File: config.mk
export PLATFORM = sky130hd
export DESIGN_NAME = prod_sched
export DESIGN_NICKNAME = d
export VERILOG_FILES = /design/src/rtl/sched_pkg.sv /design/src/rtl/sched_fifo.sv /design/src/rtl/prod_sched.sv
export SDC_FILE = /design/constraint.sdc
export NUM_CORES = 1
export LEC_CHECK = 0
export BUFFER_PORTS_ARGS = -buffer_cell sky130_fd_sc_hd__buf_4
export CAP_MARGIN = 20
export CORE_AREA = 8 8 250 252
export CTS_CLUSTER_SIZE = 20
export DETAILED_ROUTE_END_ITERATION = 8
export DIE_AREA = 0 0 258 260
export PLACE_DENSITY = 0.72
export SYNTH_ARGS = -nofsm -noshare
export SYNTH_HDL_FRONTEND = slang
export SYNTH_SLANG_ARGS = --single-unit
export TNS_END_PERCENT = 50
File: constraint.sdc
create_clock -name CLK_I -period 5.7 [get_ports CLK_I]
set_input_delay 1.14 -clock CLK_I [delete_from_list [all_inputs] [get_ports CLK_I]]
set_output_delay 1.14 -clock CLK_I [all_outputs]
set_load 0.05 [all_outputs]
File: src/rtl/sched_pkg.sv
/*
  Constants, register map and carrier types for the produce transaction
  scheduler. Assumes a 10 MHz clock and a 12-bit shared memory buffer.
*/
// How it works
// - Trigger mode issues when the trigger byte differs from the last check.
// - Trigger bytes are compared only once per update-time interval.
// - Update time counts in 10 ms ticks.
// - Trigger byte address must lie in 0x200..0x3FF or 0x400..0xFFF.
// - Trigger address is ignored and unmonitored unless in trigger mode.
// - Cyclic mode issues once at every update-time interval.
// - Data-change mode issues at an interval only when its data area was written.
package sched_pkg;

  // Timing
  localparam int TICK_TIME_MS   = 10;
  localparam int CLK_PERIOD_NS  = 100;
  localparam int TICK_CYCLES    = (TICK_TIME_MS * 1000000) / CLK_PERIOD_NS;

  // Sizes
  localparam int NUM_TXN        = 4;
  localparam int FIFO_DEPTH     = 4;
  localparam int BUF_ADDR_W     = 12;
  localparam int AXI_ADDR_W     = 8;

  // Update modes
  localparam logic [1:0] MODE_SINGLE  = 2'h0;
  localparam logic [1:0] MODE_CYCLIC  = 2'h1;
  localparam logic [1:0] MODE_DATA    = 2'h2;
  localparam logic [1:0] MODE_TRIGGER = 2'h3;

  // Valid trigger address window
  localparam logic [BUF_ADDR_W-1:0] TRIG_ADDR_MIN = 12'h200;
  localparam logic [BUF_ADDR_W-1:0] TRIG_ADDR_MAX = 12'hFFF;

  // Register byte addresses
  localparam logic [AXI_ADDR_W-1:0] REG_CTRL     = 8'h00;
  localparam logic [AXI_ADDR_W-1:0] REG_STATUS   = 8'h04;
  localparam logic [AXI_ADDR_W-1:0] REG_CFG_BASE = 8'h10;
  localparam int                    CFG_STRIDE   = 8;
  localparam int                    CFG_WORD1    = 4;

  // Field positions
  localparam int CTRL_RUN_BIT      = 0;
  localparam int CFG0_MODE_LSB     = 0;
  localparam int CFG0_TRIG_LSB     = 4;
  localparam int CFG0_TIME_LSB     = 16;
  localparam int CFG1_START_LSB    = 0;
  localparam int CFG1_LEN_LSB      = 16;
  localparam int STAT_PEND_LSB     = 0;
  localparam int STAT_CFGERR_LSB   = 8;
  localparam int STAT_DONE_LSB     = 16;
  localparam int STAT_RUN_BIT      = 24;

  // Reset values
  localparam logic [31:0] CTRL_RESET = 32'h0000_0000;
  localparam logic [31:0] CFG_RESET  = 32'h0000_0000;

  // Responses
  localparam logic [1:0] RESP_OKAY   = 2'h0;
  localparam logic [1:0] RESP_DECERR = 2'h3;

  // Shared memory buffer write, from the controller side
  typedef struct packed {
    logic                  we;
    logic [BUF_ADDR_W-1:0] addr;
    logic [7:0]            data;
  } buf_wr_type;

  // Decoded per-transaction settings
  typedef struct packed {
    logic [1:0]            mode;
    logic [BUF_ADDR_W-1:0] trig_addr;
    logic [15:0]           upd_time;
    logic [BUF_ADDR_W-1:0] data_start;
    logic [BUF_ADDR_W:0]   data_len;
  } txn_cfg_type;

endpackage

File: src/rtl/sched_fifo.sv
/*
  Small flip-flop FIFO with valid/ready on both sides.
  Assumes one clock and an active-low asynchronous reset.
*/
`timescale 1ns/1ps
`default_nettype none
module sched_fifo #(
  parameter int WIDTH = 8,
  parameter int DEPTH = 4
) (
  // Clock and reset
  input  wire logic             clk_i,
  input  wire logic             nrst_i,
  // Fill side
  input  wire logic             in_valid_i,
  output logic                  in_ready_o,
  input  wire logic [WIDTH-1:0] in_data_i,
  // Drain side
  output logic                  out_valid_o,
  input  wire logic             out_ready_i,
  output logic      [WIDTH-1:0] out_data_o,
  // Fill level
  output logic [$clog2(DEPTH+1)-1:0] level_o
);
  localparam int PW = (DEPTH > 1) ? $clog2(DEPTH) : 1;
  localparam int CW = $clog2(DEPTH+1);

  logic [WIDTH-1:0] mem_q [DEPTH];
  logic [PW-1:0]    wr_ptr_q;
  logic [PW-1:0]    rd_ptr_q;
  logic [CW-1:0]    count_q;
  wire              push = in_valid_i && in_ready_o;
  wire              pop  = out_valid_o && out_ready_i;

  assign in_ready_o  = (count_q != CW'(DEPTH));
  assign out_valid_o = (count_q != '0);
  assign out_data_o  = mem_q[rd_ptr_q];
  assign level_o     = count_q;

  always_ff @(posedge clk_i or negedge nrst_i) begin
    if (!nrst_i) begin
      wr_ptr_q <= '0;
      rd_ptr_q <= '0;
      count_q  <= '0;
      for (int k = 0; k < DEPTH; k++) begin
        mem_q[k] <= '0;
      end
    end else begin
      if (push) begin
        mem_q[wr_ptr_q] <= in_data_i;
        wr_ptr_q        <= (wr_ptr_q == PW'(DEPTH-1)) ? '0 : wr_ptr_q + 1'b1;
      end
      if (pop) begin
        rd_ptr_q <= (rd_ptr_q == PW'(DEPTH-1)) ? '0 : rd_ptr_q + 1'b1;
      end
      count_q <= count_q + CW'(push) - CW'(pop);
    end
  end
endmodule // sched_fifo
`default_nettype wire

File: src/rtl/prod_sched.sv
/*
  Produce transaction scheduler: decides when each transaction is issued.
  Assumes a 10 MHz clock, an AXI4-Lite master for configuration, and a
  controller writing the shared buffer on the same clock.
*/
`timescale 1ns/1ps
`default_nettype none
module prod_sched
  import sched_pkg::*;
#(
  parameter int TICK_CNT = sched_pkg::TICK_CYCLES,
  parameter int N_TXN    = sched_pkg::NUM_TXN,
  parameter int Q_DEPTH  = sched_pkg::FIFO_DEPTH
) (
  // Clock and reset
  input  wire logic                           CLK_I,
  input  wire logic                           NRST_I,
  // AXI4-Lite write address / data / response
  input  wire logic                           S_AXI_AWVALID_I,
  output logic                                S_AXI_AWREADY_O,
  input  wire logic [sched_pkg::AXI_ADDR_W-1:0] S_AXI_AWADDR_I,
  input  wire logic [2:0]                     S_AXI_AWPROT_I,
  input  wire logic                           S_AXI_WVALID_I,
  output logic                                S_AXI_WREADY_O,
  input  wire logic [31:0]                    S_AXI_WDATA_I,
  input  wire logic [3:0]                     S_AXI_WSTRB_I,
  output logic                                S_AXI_BVALID_O,
  input  wire logic                           S_AXI_BREADY_I,
  output logic [1:0]                          S_AXI_BRESP_O,
  // AXI4-Lite read address / data
  input  wire logic                           S_AXI_ARVALID_I,
  output logic                                S_AXI_ARREADY_O,
  input  wire logic [sched_pkg::AXI_ADDR_W-1:0] S_AXI_ARADDR_I,
  input  wire logic [2:0]                     S_AXI_ARPROT_I,
  output logic                                S_AXI_RVALID_O,
  input  wire logic                           S_AXI_RREADY_I,
  output logic [31:0]                         S_AXI_RDATA_O,
  output logic [1:0]                          S_AXI_RRESP_O,
  // Shared buffer writes from the controller
  input  wire sched_pkg::buf_wr_type          BUF_WR_I,
  // Issued transaction stream toward the sub-network
  output logic                                TXN_VALID_O,
  input  wire logic                           TXN_READY_I,
  output logic [7:0]                          TXN_INDEX_O
);
  import sched_pkg::*;

  localparam int TW = $clog2(TICK_CNT + 1);
  localparam int IW = (N_TXN > 1) ? $clog2(N_TXN) : 1;

  // ---------------- Register bus ----------------
  logic                  aw_full_q;
  logic [AXI_ADDR_W-1:0] aw_addr_q;
  logic                  w_full_q;
  logic [31:0]           w_data_q;
  logic [3:0]            w_strb_q;
  logic                  bvalid_q;
  logic [1:0]            bresp_q;
  logic                  rvalid_q;
  logic [31:0]           rdata_q;
  logic [1:0]            rresp_q;
  logic [31:0]           ctrl_q;
  logic [31:0]           cfg0_q [N_TXN];
  logic [31:0]           cfg1_q [N_TXN];

  function automatic logic [31:0] merge(input logic [31:0] old_v,
                                        input logic [31:0] new_v,
                                        input logic [3:0]  strb);
    logic [31:0] r;
    r = old_v;
    for (int b = 0; b < 4; b++) begin
      if (strb[b]) begin
        r[8*b +: 8] = new_v[8*b +: 8];
      end
    end
    return r;
  endfunction

  wire                  do_write = aw_full_q && w_full_q && !bvalid_q;
  wire                  ar_take  = S_AXI_ARVALID_I && !rvalid_q;
  wire [AXI_ADDR_W-1:0] wa_rel   = aw_addr_q - REG_CFG_BASE;
  wire [AXI_ADDR_W-1:0] ra_rel   = S_AXI_ARADDR_I - REG_CFG_BASE;
  wire [AXI_ADDR_W-1:0] w_idx    = wa_rel / AXI_ADDR_W'(CFG_STRIDE);
  wire [AXI_ADDR_W-1:0] r_idx    = ra_rel / AXI_ADDR_W'(CFG_STRIDE);
  wire                  w_hi     = wa_rel[2];
  wire                  r_hi     = ra_rel[2];
  wire                  w_is_ctrl = (aw_addr_q[AXI_ADDR_W-1:2] == REG_CTRL[AXI_ADDR_W-1:2]);
  wire                  w_is_stat = (aw_addr_q[AXI_ADDR_W-1:2] == REG_STATUS[AXI_ADDR_W-1:2]);
  wire                  w_is_cfg  = (aw_addr_q >= REG_CFG_BASE) && (w_idx < AXI_ADDR_W'(N_TXN));
  wire                  r_is_ctrl = (S_AXI_ARADDR_I[AXI_ADDR_W-1:2] == REG_CTRL[AXI_ADDR_W-1:2]);
  wire                  r_is_stat = (S_AXI_ARADDR_I[AXI_ADDR_W-1:2] == REG_STATUS[AXI_ADDR_W-1:2]);
  wire                  r_is_cfg  = (S_AXI_ARADDR_I >= REG_CFG_BASE)
                                    && (r_idx < AXI_ADDR_W'(N_TXN));
  wire                  run       = ctrl_q[CTRL_RUN_BIT];

  assign S_AXI_AWREADY_O = !aw_full_q && !bvalid_q;
  assign S_AXI_WREADY_O  = !w_full_q && !bvalid_q;
  assign S_AXI_BVALID_O  = bvalid_q;
  assign S_AXI_BRESP_O   = bresp_q;
  assign S_AXI_ARREADY_O = !rvalid_q;
  assign S_AXI_RVALID_O  = rvalid_q;
  assign S_AXI_RDATA_O   = rdata_q;
  assign S_AXI_RRESP_O   = rresp_q;

  always_ff @(posedge CLK_I or negedge NRST_I) begin
    if (!NRST_I) begin
      aw_full_q <= 1'b0;
      aw_addr_q <= '0;
      w_full_q  <= 1'b0;
      w_data_q  <= '0;
      w_strb_q  <= '0;
      bvalid_q  <= 1'b0;
      bresp_q   <= RESP_OKAY;
    end else begin
      if (S_AXI_AWVALID_I && S_AXI_AWREADY_O) begin
        aw_full_q <= 1'b1;
        aw_addr_q <= S_AXI_AWADDR_I;
      end
      if (S_AXI_WVALID_I && S_AXI_WREADY_O) begin
        w_full_q <= 1'b1;
        w_data_q <= S_AXI_WDATA_I;
        w_strb_q <= S_AXI_WSTRB_I;
      end
      if (do_write) begin
        aw_full_q <= 1'b0;
        w_full_q  <= 1'b0;
        bvalid_q  <= 1'b1;
        bresp_q   <= (w_is_ctrl || w_is_stat || w_is_cfg) ? RESP_OKAY : RESP_DECERR;
      end else if (bvalid_q && S_AXI_BREADY_I) begin
        bvalid_q <= 1'b0;
      end
    end
  end

  // Software-written settings
  always_ff @(posedge CLK_I or negedge NRST_I) begin
    if (!NRST_I) begin
      ctrl_q <= CTRL_RESET;
      for (int k = 0; k < N_TXN; k++) begin
        cfg0_q[k] <= CFG_RESET;
        cfg1_q[k] <= CFG_RESET;
      end
    end else if (do_write) begin
      if (w_is_ctrl) begin
        ctrl_q <= merge(ctrl_q, w_data_q, w_strb_q) & 32'h0000_0001;
      end
      if (w_is_cfg && !w_hi) begin
        cfg0_q[w_idx[IW-1:0]] <= merge(cfg0_q[w_idx[IW-1:0]], w_data_q, w_strb_q);
      end
      if (w_is_cfg && w_hi) begin
        cfg1_q[w_idx[IW-1:0]] <= merge(cfg1_q[w_idx[IW-1:0]], w_data_q, w_strb_q);
      end
    end
  end

  // ---------------- Update-time tick ----------------
  logic [TW-1:0] div_q;
  wire           tick = run && (div_q == TW'(TICK_CNT - 1));

  always_ff @(posedge CLK_I or negedge NRST_I) begin
    if (!NRST_I) begin
      div_q <= '0;
    end else begin
      div_q <= (!run || tick) ? '0 : div_q + 1'b1;
    end
  end

  // ---------------- Per-transaction scheduling ----------------
  logic [N_TXN-1:0] pend_q;
  logic [N_TXN-1:0] done_q;
  logic [N_TXN-1:0] cfg_err;
  logic [N_TXN-1:0] grant;
  logic             q_in_ready;
  logic [IW-1:0]    grant_idx;

  assign grant = q_in_ready ? (pend_q & (~pend_q + 1'b1)) : '0;

  always_comb begin
    grant_idx = '0;
    for (int k = N_TXN - 1; k >= 0; k--) begin
      if (pend_q[k]) begin
        grant_idx = IW'(k);
      end
    end
  end

  for (genvar i = 0; i < N_TXN; i++) begin : g_txn
    txn_cfg_type   cfg;
    logic [15:0]   tcnt_q;
    logic [7:0]    trig_cur_q;
    logic [7:0]    trig_seen_q;
    logic          dirty_q;

    assign cfg.mode       = cfg0_q[i][CFG0_MODE_LSB +: 2];
    assign cfg.trig_addr  = cfg0_q[i][CFG0_TRIG_LSB +: BUF_ADDR_W];
    assign cfg.upd_time   = cfg0_q[i][CFG0_TIME_LSB +: 16];
    assign cfg.data_start = cfg1_q[i][CFG1_START_LSB +: BUF_ADDR_W];
    assign cfg.data_len   = cfg1_q[i][CFG1_LEN_LSB +: BUF_ADDR_W+1];

    wire is_trig  = (cfg.mode == MODE_TRIGGER);
    wire trig_ok  = (cfg.trig_addr >= TRIG_ADDR_MIN) && (cfg.trig_addr <= TRIG_ADDR_MAX);
    wire [15:0] last = (cfg.upd_time == '0) ? 16'h0000 : cfg.upd_time - 16'h0001;
    wire due      = tick && (tcnt_q >= last);
    wire trig_hit = BUF_WR_I.we && is_trig && trig_ok
                    && (BUF_WR_I.addr == cfg.trig_addr);
    wire [BUF_ADDR_W:0] rel = {1'b0, BUF_WR_I.addr} - {1'b0, cfg.data_start};
    wire data_hit = BUF_WR_I.we && (cfg.mode == MODE_DATA)
                    && (BUF_WR_I.addr >= cfg.data_start) && (rel < cfg.data_len);
    wire fire = run && (((cfg.mode == MODE_SINGLE) && !done_q[i])
                || ((cfg.mode == MODE_CYCLIC) && due)
                || ((cfg.mode == MODE_DATA) && due && dirty_q)
                || (is_trig && trig_ok && due && (trig_cur_q != trig_seen_q)));

    assign cfg_err[i] = is_trig && !trig_ok;

    always_ff @(posedge CLK_I or negedge NRST_I) begin
      if (!NRST_I) begin
        tcnt_q      <= '0;
        trig_cur_q  <= '0;
        trig_seen_q <= '0;
        dirty_q     <= 1'b0;
        done_q[i]   <= 1'b0;
        pend_q[i]   <= 1'b0;
      end else begin
        if (!run || due) begin
          tcnt_q <= '0;
        end else if (tick) begin
          tcnt_q <= tcnt_q + 16'h0001;
        end
        if (trig_hit) begin
          trig_cur_q <= BUF_WR_I.data;
        end
        if (due && is_trig) begin
          trig_seen_q <= trig_cur_q;
        end
        dirty_q   <= data_hit || (dirty_q && !due);
        done_q[i] <= done_q[i] || (fire && (cfg.mode == MODE_SINGLE));
        pend_q[i] <= fire || (pend_q[i] && !grant[i]);
      end
    end
  end

  // ---------------- Issue queue ----------------
  logic [7:0] q_out_data;

  sched_fifo #(
    .WIDTH (8),
    .DEPTH (Q_DEPTH)
  ) u_queue (
    .clk_i       (CLK_I),
    .nrst_i      (NRST_I),
    .in_valid_i  (|pend_q),
    .in_ready_o  (q_in_ready),
    .in_data_i   (8'(grant_idx)),
    .out_valid_o (TXN_VALID_O),
    .out_ready_i (TXN_READY_I),
    .out_data_o  (q_out_data),
    .level_o     ()
  );

  assign TXN_INDEX_O = q_out_data;

  // ---------------- Read path ----------------
  logic [31:0] status_word;
  logic [31:0] rd_word;

  always_comb begin
    status_word = '0;
    status_word[STAT_PEND_LSB +: N_TXN]   = pend_q;
    status_word[STAT_CFGERR_LSB +: N_TXN] = cfg_err;
    status_word[STAT_DONE_LSB +: N_TXN]   = done_q;
    status_word[STAT_RUN_BIT]             = run;
  end

  assign rd_word = r_is_ctrl ? ctrl_q
                 : r_is_stat ? status_word
                 : !r_is_cfg ? 32'h0000_0000
                 : r_hi      ? cfg1_q[r_idx[IW-1:0]]
                 :             cfg0_q[r_idx[IW-1:0]];

  always_ff @(posedge CLK_I or negedge NRST_I) begin
    if (!NRST_I) begin
      rvalid_q <= 1'b0;
      rdata_q  <= '0;
      rresp_q  <= RESP_OKAY;
    end else if (ar_take) begin
      rvalid_q <= 1'b1;
      rdata_q  <= rd_word;
      rresp_q  <= (r_is_ctrl || r_is_stat || r_is_cfg) ? RESP_OKAY : RESP_DECERR;
    end else if (rvalid_q && S_AXI_RREADY_I) begin
      rvalid_q <= 1'b0;
    end
  end

endmodule // prod_sched
`default_nettype wire

==> results.ini <==
[status]
status = finished clean

[synth]
synthArstFlopShare_pct = 100
synth.most_common_cell = dfrtp_1
synth_top_cell_by_area = dfrtp_1
netlist_area_um2 = 31900
synthTopCellsByArea = dfrtp_1, mux2_2, mux4_2
synth_common_cells = dfrtp_1, mux2_2, nand2_1
yosysSeqAreaShare_pct = 40.0
synth_edf_count = 0
ys.flop_type = dfrtp_1
synth_warnings = 0
netlist_instances = 2909
ys_seq_elements = 509
synth_top_area_share_pct = 40.0
avgSynthCellArea_um2 = 11.0
yosysUniqueCellTypes = 81

[sta]
fin_crit_ps = 4660
finalHoldViolCount = 0
tightest_slew_ps = 1070
setup_viol = 0
drv_slew = 0
fmax_mhz = 214
finalCritPeriodShare_pct = 81.8
relSlewSlack_pct = 28.7
tns_ps = 0
grt_setup_unrepaired = false
skew_ps = 25.3

[hold_path]
holdCritPathClass = flip-flop to flip-flop

[grt]
grt_pass1_vias = 24376
antenna_found_initial = 1
grt-ovfl-total = 0
grt_start_max_net_pins = 116
grt-busiest-layer = met2
grtUsageTotal_pct = 27.0
grt_first_pass_wirelength_mm = 143
use_met1_pct = 36.4
grt.met2_usage_pct = 43.4
grt_use_met3_pct = 5.19

[cells_and_area]
nFillCells = 4682
area_delta_synth_final_pct = 11.0
finalNonFillerCells = 3810
drive_above_1_share_pct = 25.2
layout.nets = 3271

[worst_setup_path]
critPathMaxFanout = 13
endpoint_kind = flip-flop
crit_required_ps = 6210
path_class = flip-flop to flip-flop
worstPathArrival_ps = 5180
cp-start-kind = flip-flop

[clock_network]
root_buffer = clkbuf_16
cts_buffers = 54
post_cts_buffers = 0
cts_hold_repair.buffers = 0
cts_buffer_depth = 3
cts_sinks = 509
clkLatencyLatePin_ps = 630
cts_repair_resize_count = 0
cts_tree = built
htree_levels = 2
clk_pin_slew_ps = 60

[placement]
place_inst = 3709
gp_congestion = 0.963
port_buffers = 120
hpwl_mm = 66.3

[die]
die_area_um2 = 67100
rows = 89
die_w_um = 258
io_pins = 137
start_util_pct = 54.5
die_h_um = 260
core-area_um2 = 58500

[drt]
vias = 23943
wl_per_cell_um = 24.0
routed_via_density = 6.28
drc = 0
first_pass_iters = 5
drt_wl_total_mm = 91.4
drt_iter0_drc = 2252
ant_nets = 0

[pwr]
ir_drop_v = 0.000502
p_leak_nw = 16.1
p_per_area_nw_per_um2 = 597

[run]
timing.max_cap.violations = 0

-- layout make-up --
class / instances / area (µm²) / share of cell area, %
Multi-Input combinational cell: 2067 / 17800 / 50.3
Sequential cell: 509 / 12700 / 36.0
Clock inverter: 18 / 255 / 0.722
Inverter: 211 / 792 / 2.24
Timing Repair Buffer: 152 / 1220 / 3.45
Tap cell: 773 / 967 / 2.73
Clock buffer: 78 / 1590 / 4.50
Antenna cell: 2 / 5.00 / 0.0142
-- routing by layer --
layer | vias to the layer above | wire, µm
li1 | 10650 | -
met1 | 12082 | 37700
met2 | 1010 | 42700
met3 | 201 | 7370
met4 | 0 | 3610
met5 | - | 0
-- state kept, by name, indices dropped and copies added (netlist names), 3 cells and up --
name,count
u_queue.mem_q,8
done_q,4
g_txn.tcnt_q,64
g_txn.dirty_q,4
div_q,17
g_txn.trig_seen_q,32
w_strb_q,4
w_data_q,32
aw_addr_q,6
g_txn.trig_cur_q,32
S_AXI_RDATA_O,32
cfg1_q,128
u_queue.level_o,3
pend_q,4
cfg0_q,128
-- kinds of logic (layout without fill, tap and decap cells) --
family	after synthesis	count (layout)	share of synthesized area [%]
buffers and inverters	338	459	4.36
other	1	8	0.0118
AND/OR/NAND/NOR	719	719	11.1
AO/OA/AOI/OAI	418	418	8.16
XOR/XNOR	209	209	5.74
adder cells (fa/ha/maj)	189	189	7.54
multiplexers	526	526	23.1
flip-flops	509	509	40.0
-- path summary, 6_finish.rpt --
check	from	depth (start not counted)	slack, ps	endpoint
min	S_AXI_RDATA_O[15]	2	480	S_AXI_RDATA_O[15]
min in group asynchronous	NRST_I	1	590	g_txn[2].tcnt_q[11]
max reg2reg	cfg0_q[21]	12	1040	g_txn[3].trig_seen_q[2]
max	cfg0_q[21]	12	1040	g_txn[3].trig_seen_q[2]
max in group asynchronous	NRST_I	2	3770	w_data_q[22]
min reg2reg	S_AXI_RDATA_O[15]	2	480	S_AXI_RDATA_O[15]
-- worst max-delay path: stages, from the launching register on --
cell,delay [ps]
dfrtp_1,480
or4_1,610
nor3_1,330
and4b_1,340
nand2_1,260
o21ai_0,190
ha_1,280
and4_1,210
a221o_1,310
a31oi_1,170
o31a_1,490
or3_1,480
mux2_2,400
-- power by group --
group,switching [mW],leakage (nW),internal (mW),total [mW]
Clock,1.52,0.895,2.12,3.64
Combinational,6.52,8.29,5.06,11.6
Sequential,1.38,6.92,4.50,5.88
Total,9.42,16.1,11.7,21.1
-- through the flow --
stage / hold WS [ps] / area (µm²) / util, % / total power [mW] / worst slack, ps
6_report: 482 / 35400 / 60.5 / 21.1 / 1040
5_1_grt: 508 / 35400 / 60.5 / 22.9 / 763
4_1_cts: 488 / 35300 / 60.4 / 21.1 / 1070
3_5_place_dp: 472 / 33500 / 57.2 / 17.4 / 996
3_3_place_gp: 468 / 33500 / 57.2 / 16.7 / 1060
2_1_floorplan: 449 / 31900 / - / 14.2 / 1350
-- cell usage in the layout, fill, tap and decap left out, types with 61 or more instances in the layout --
cell type  netlist  routed
a21oi_1         98      98
buf_4           14     146
dfrtp_1        509     507
ha_1           184     184
inv_1          211     211
mux2_2         368     368
mux4_2         130     130
nand2_1        224     223
nand3_1         62      61
nor2_1         165     164
o21ai_0        151     151
xnor2_1         90      90
xor2_1         119     119
No activity file was read; power rests on OpenSTA's default activity.
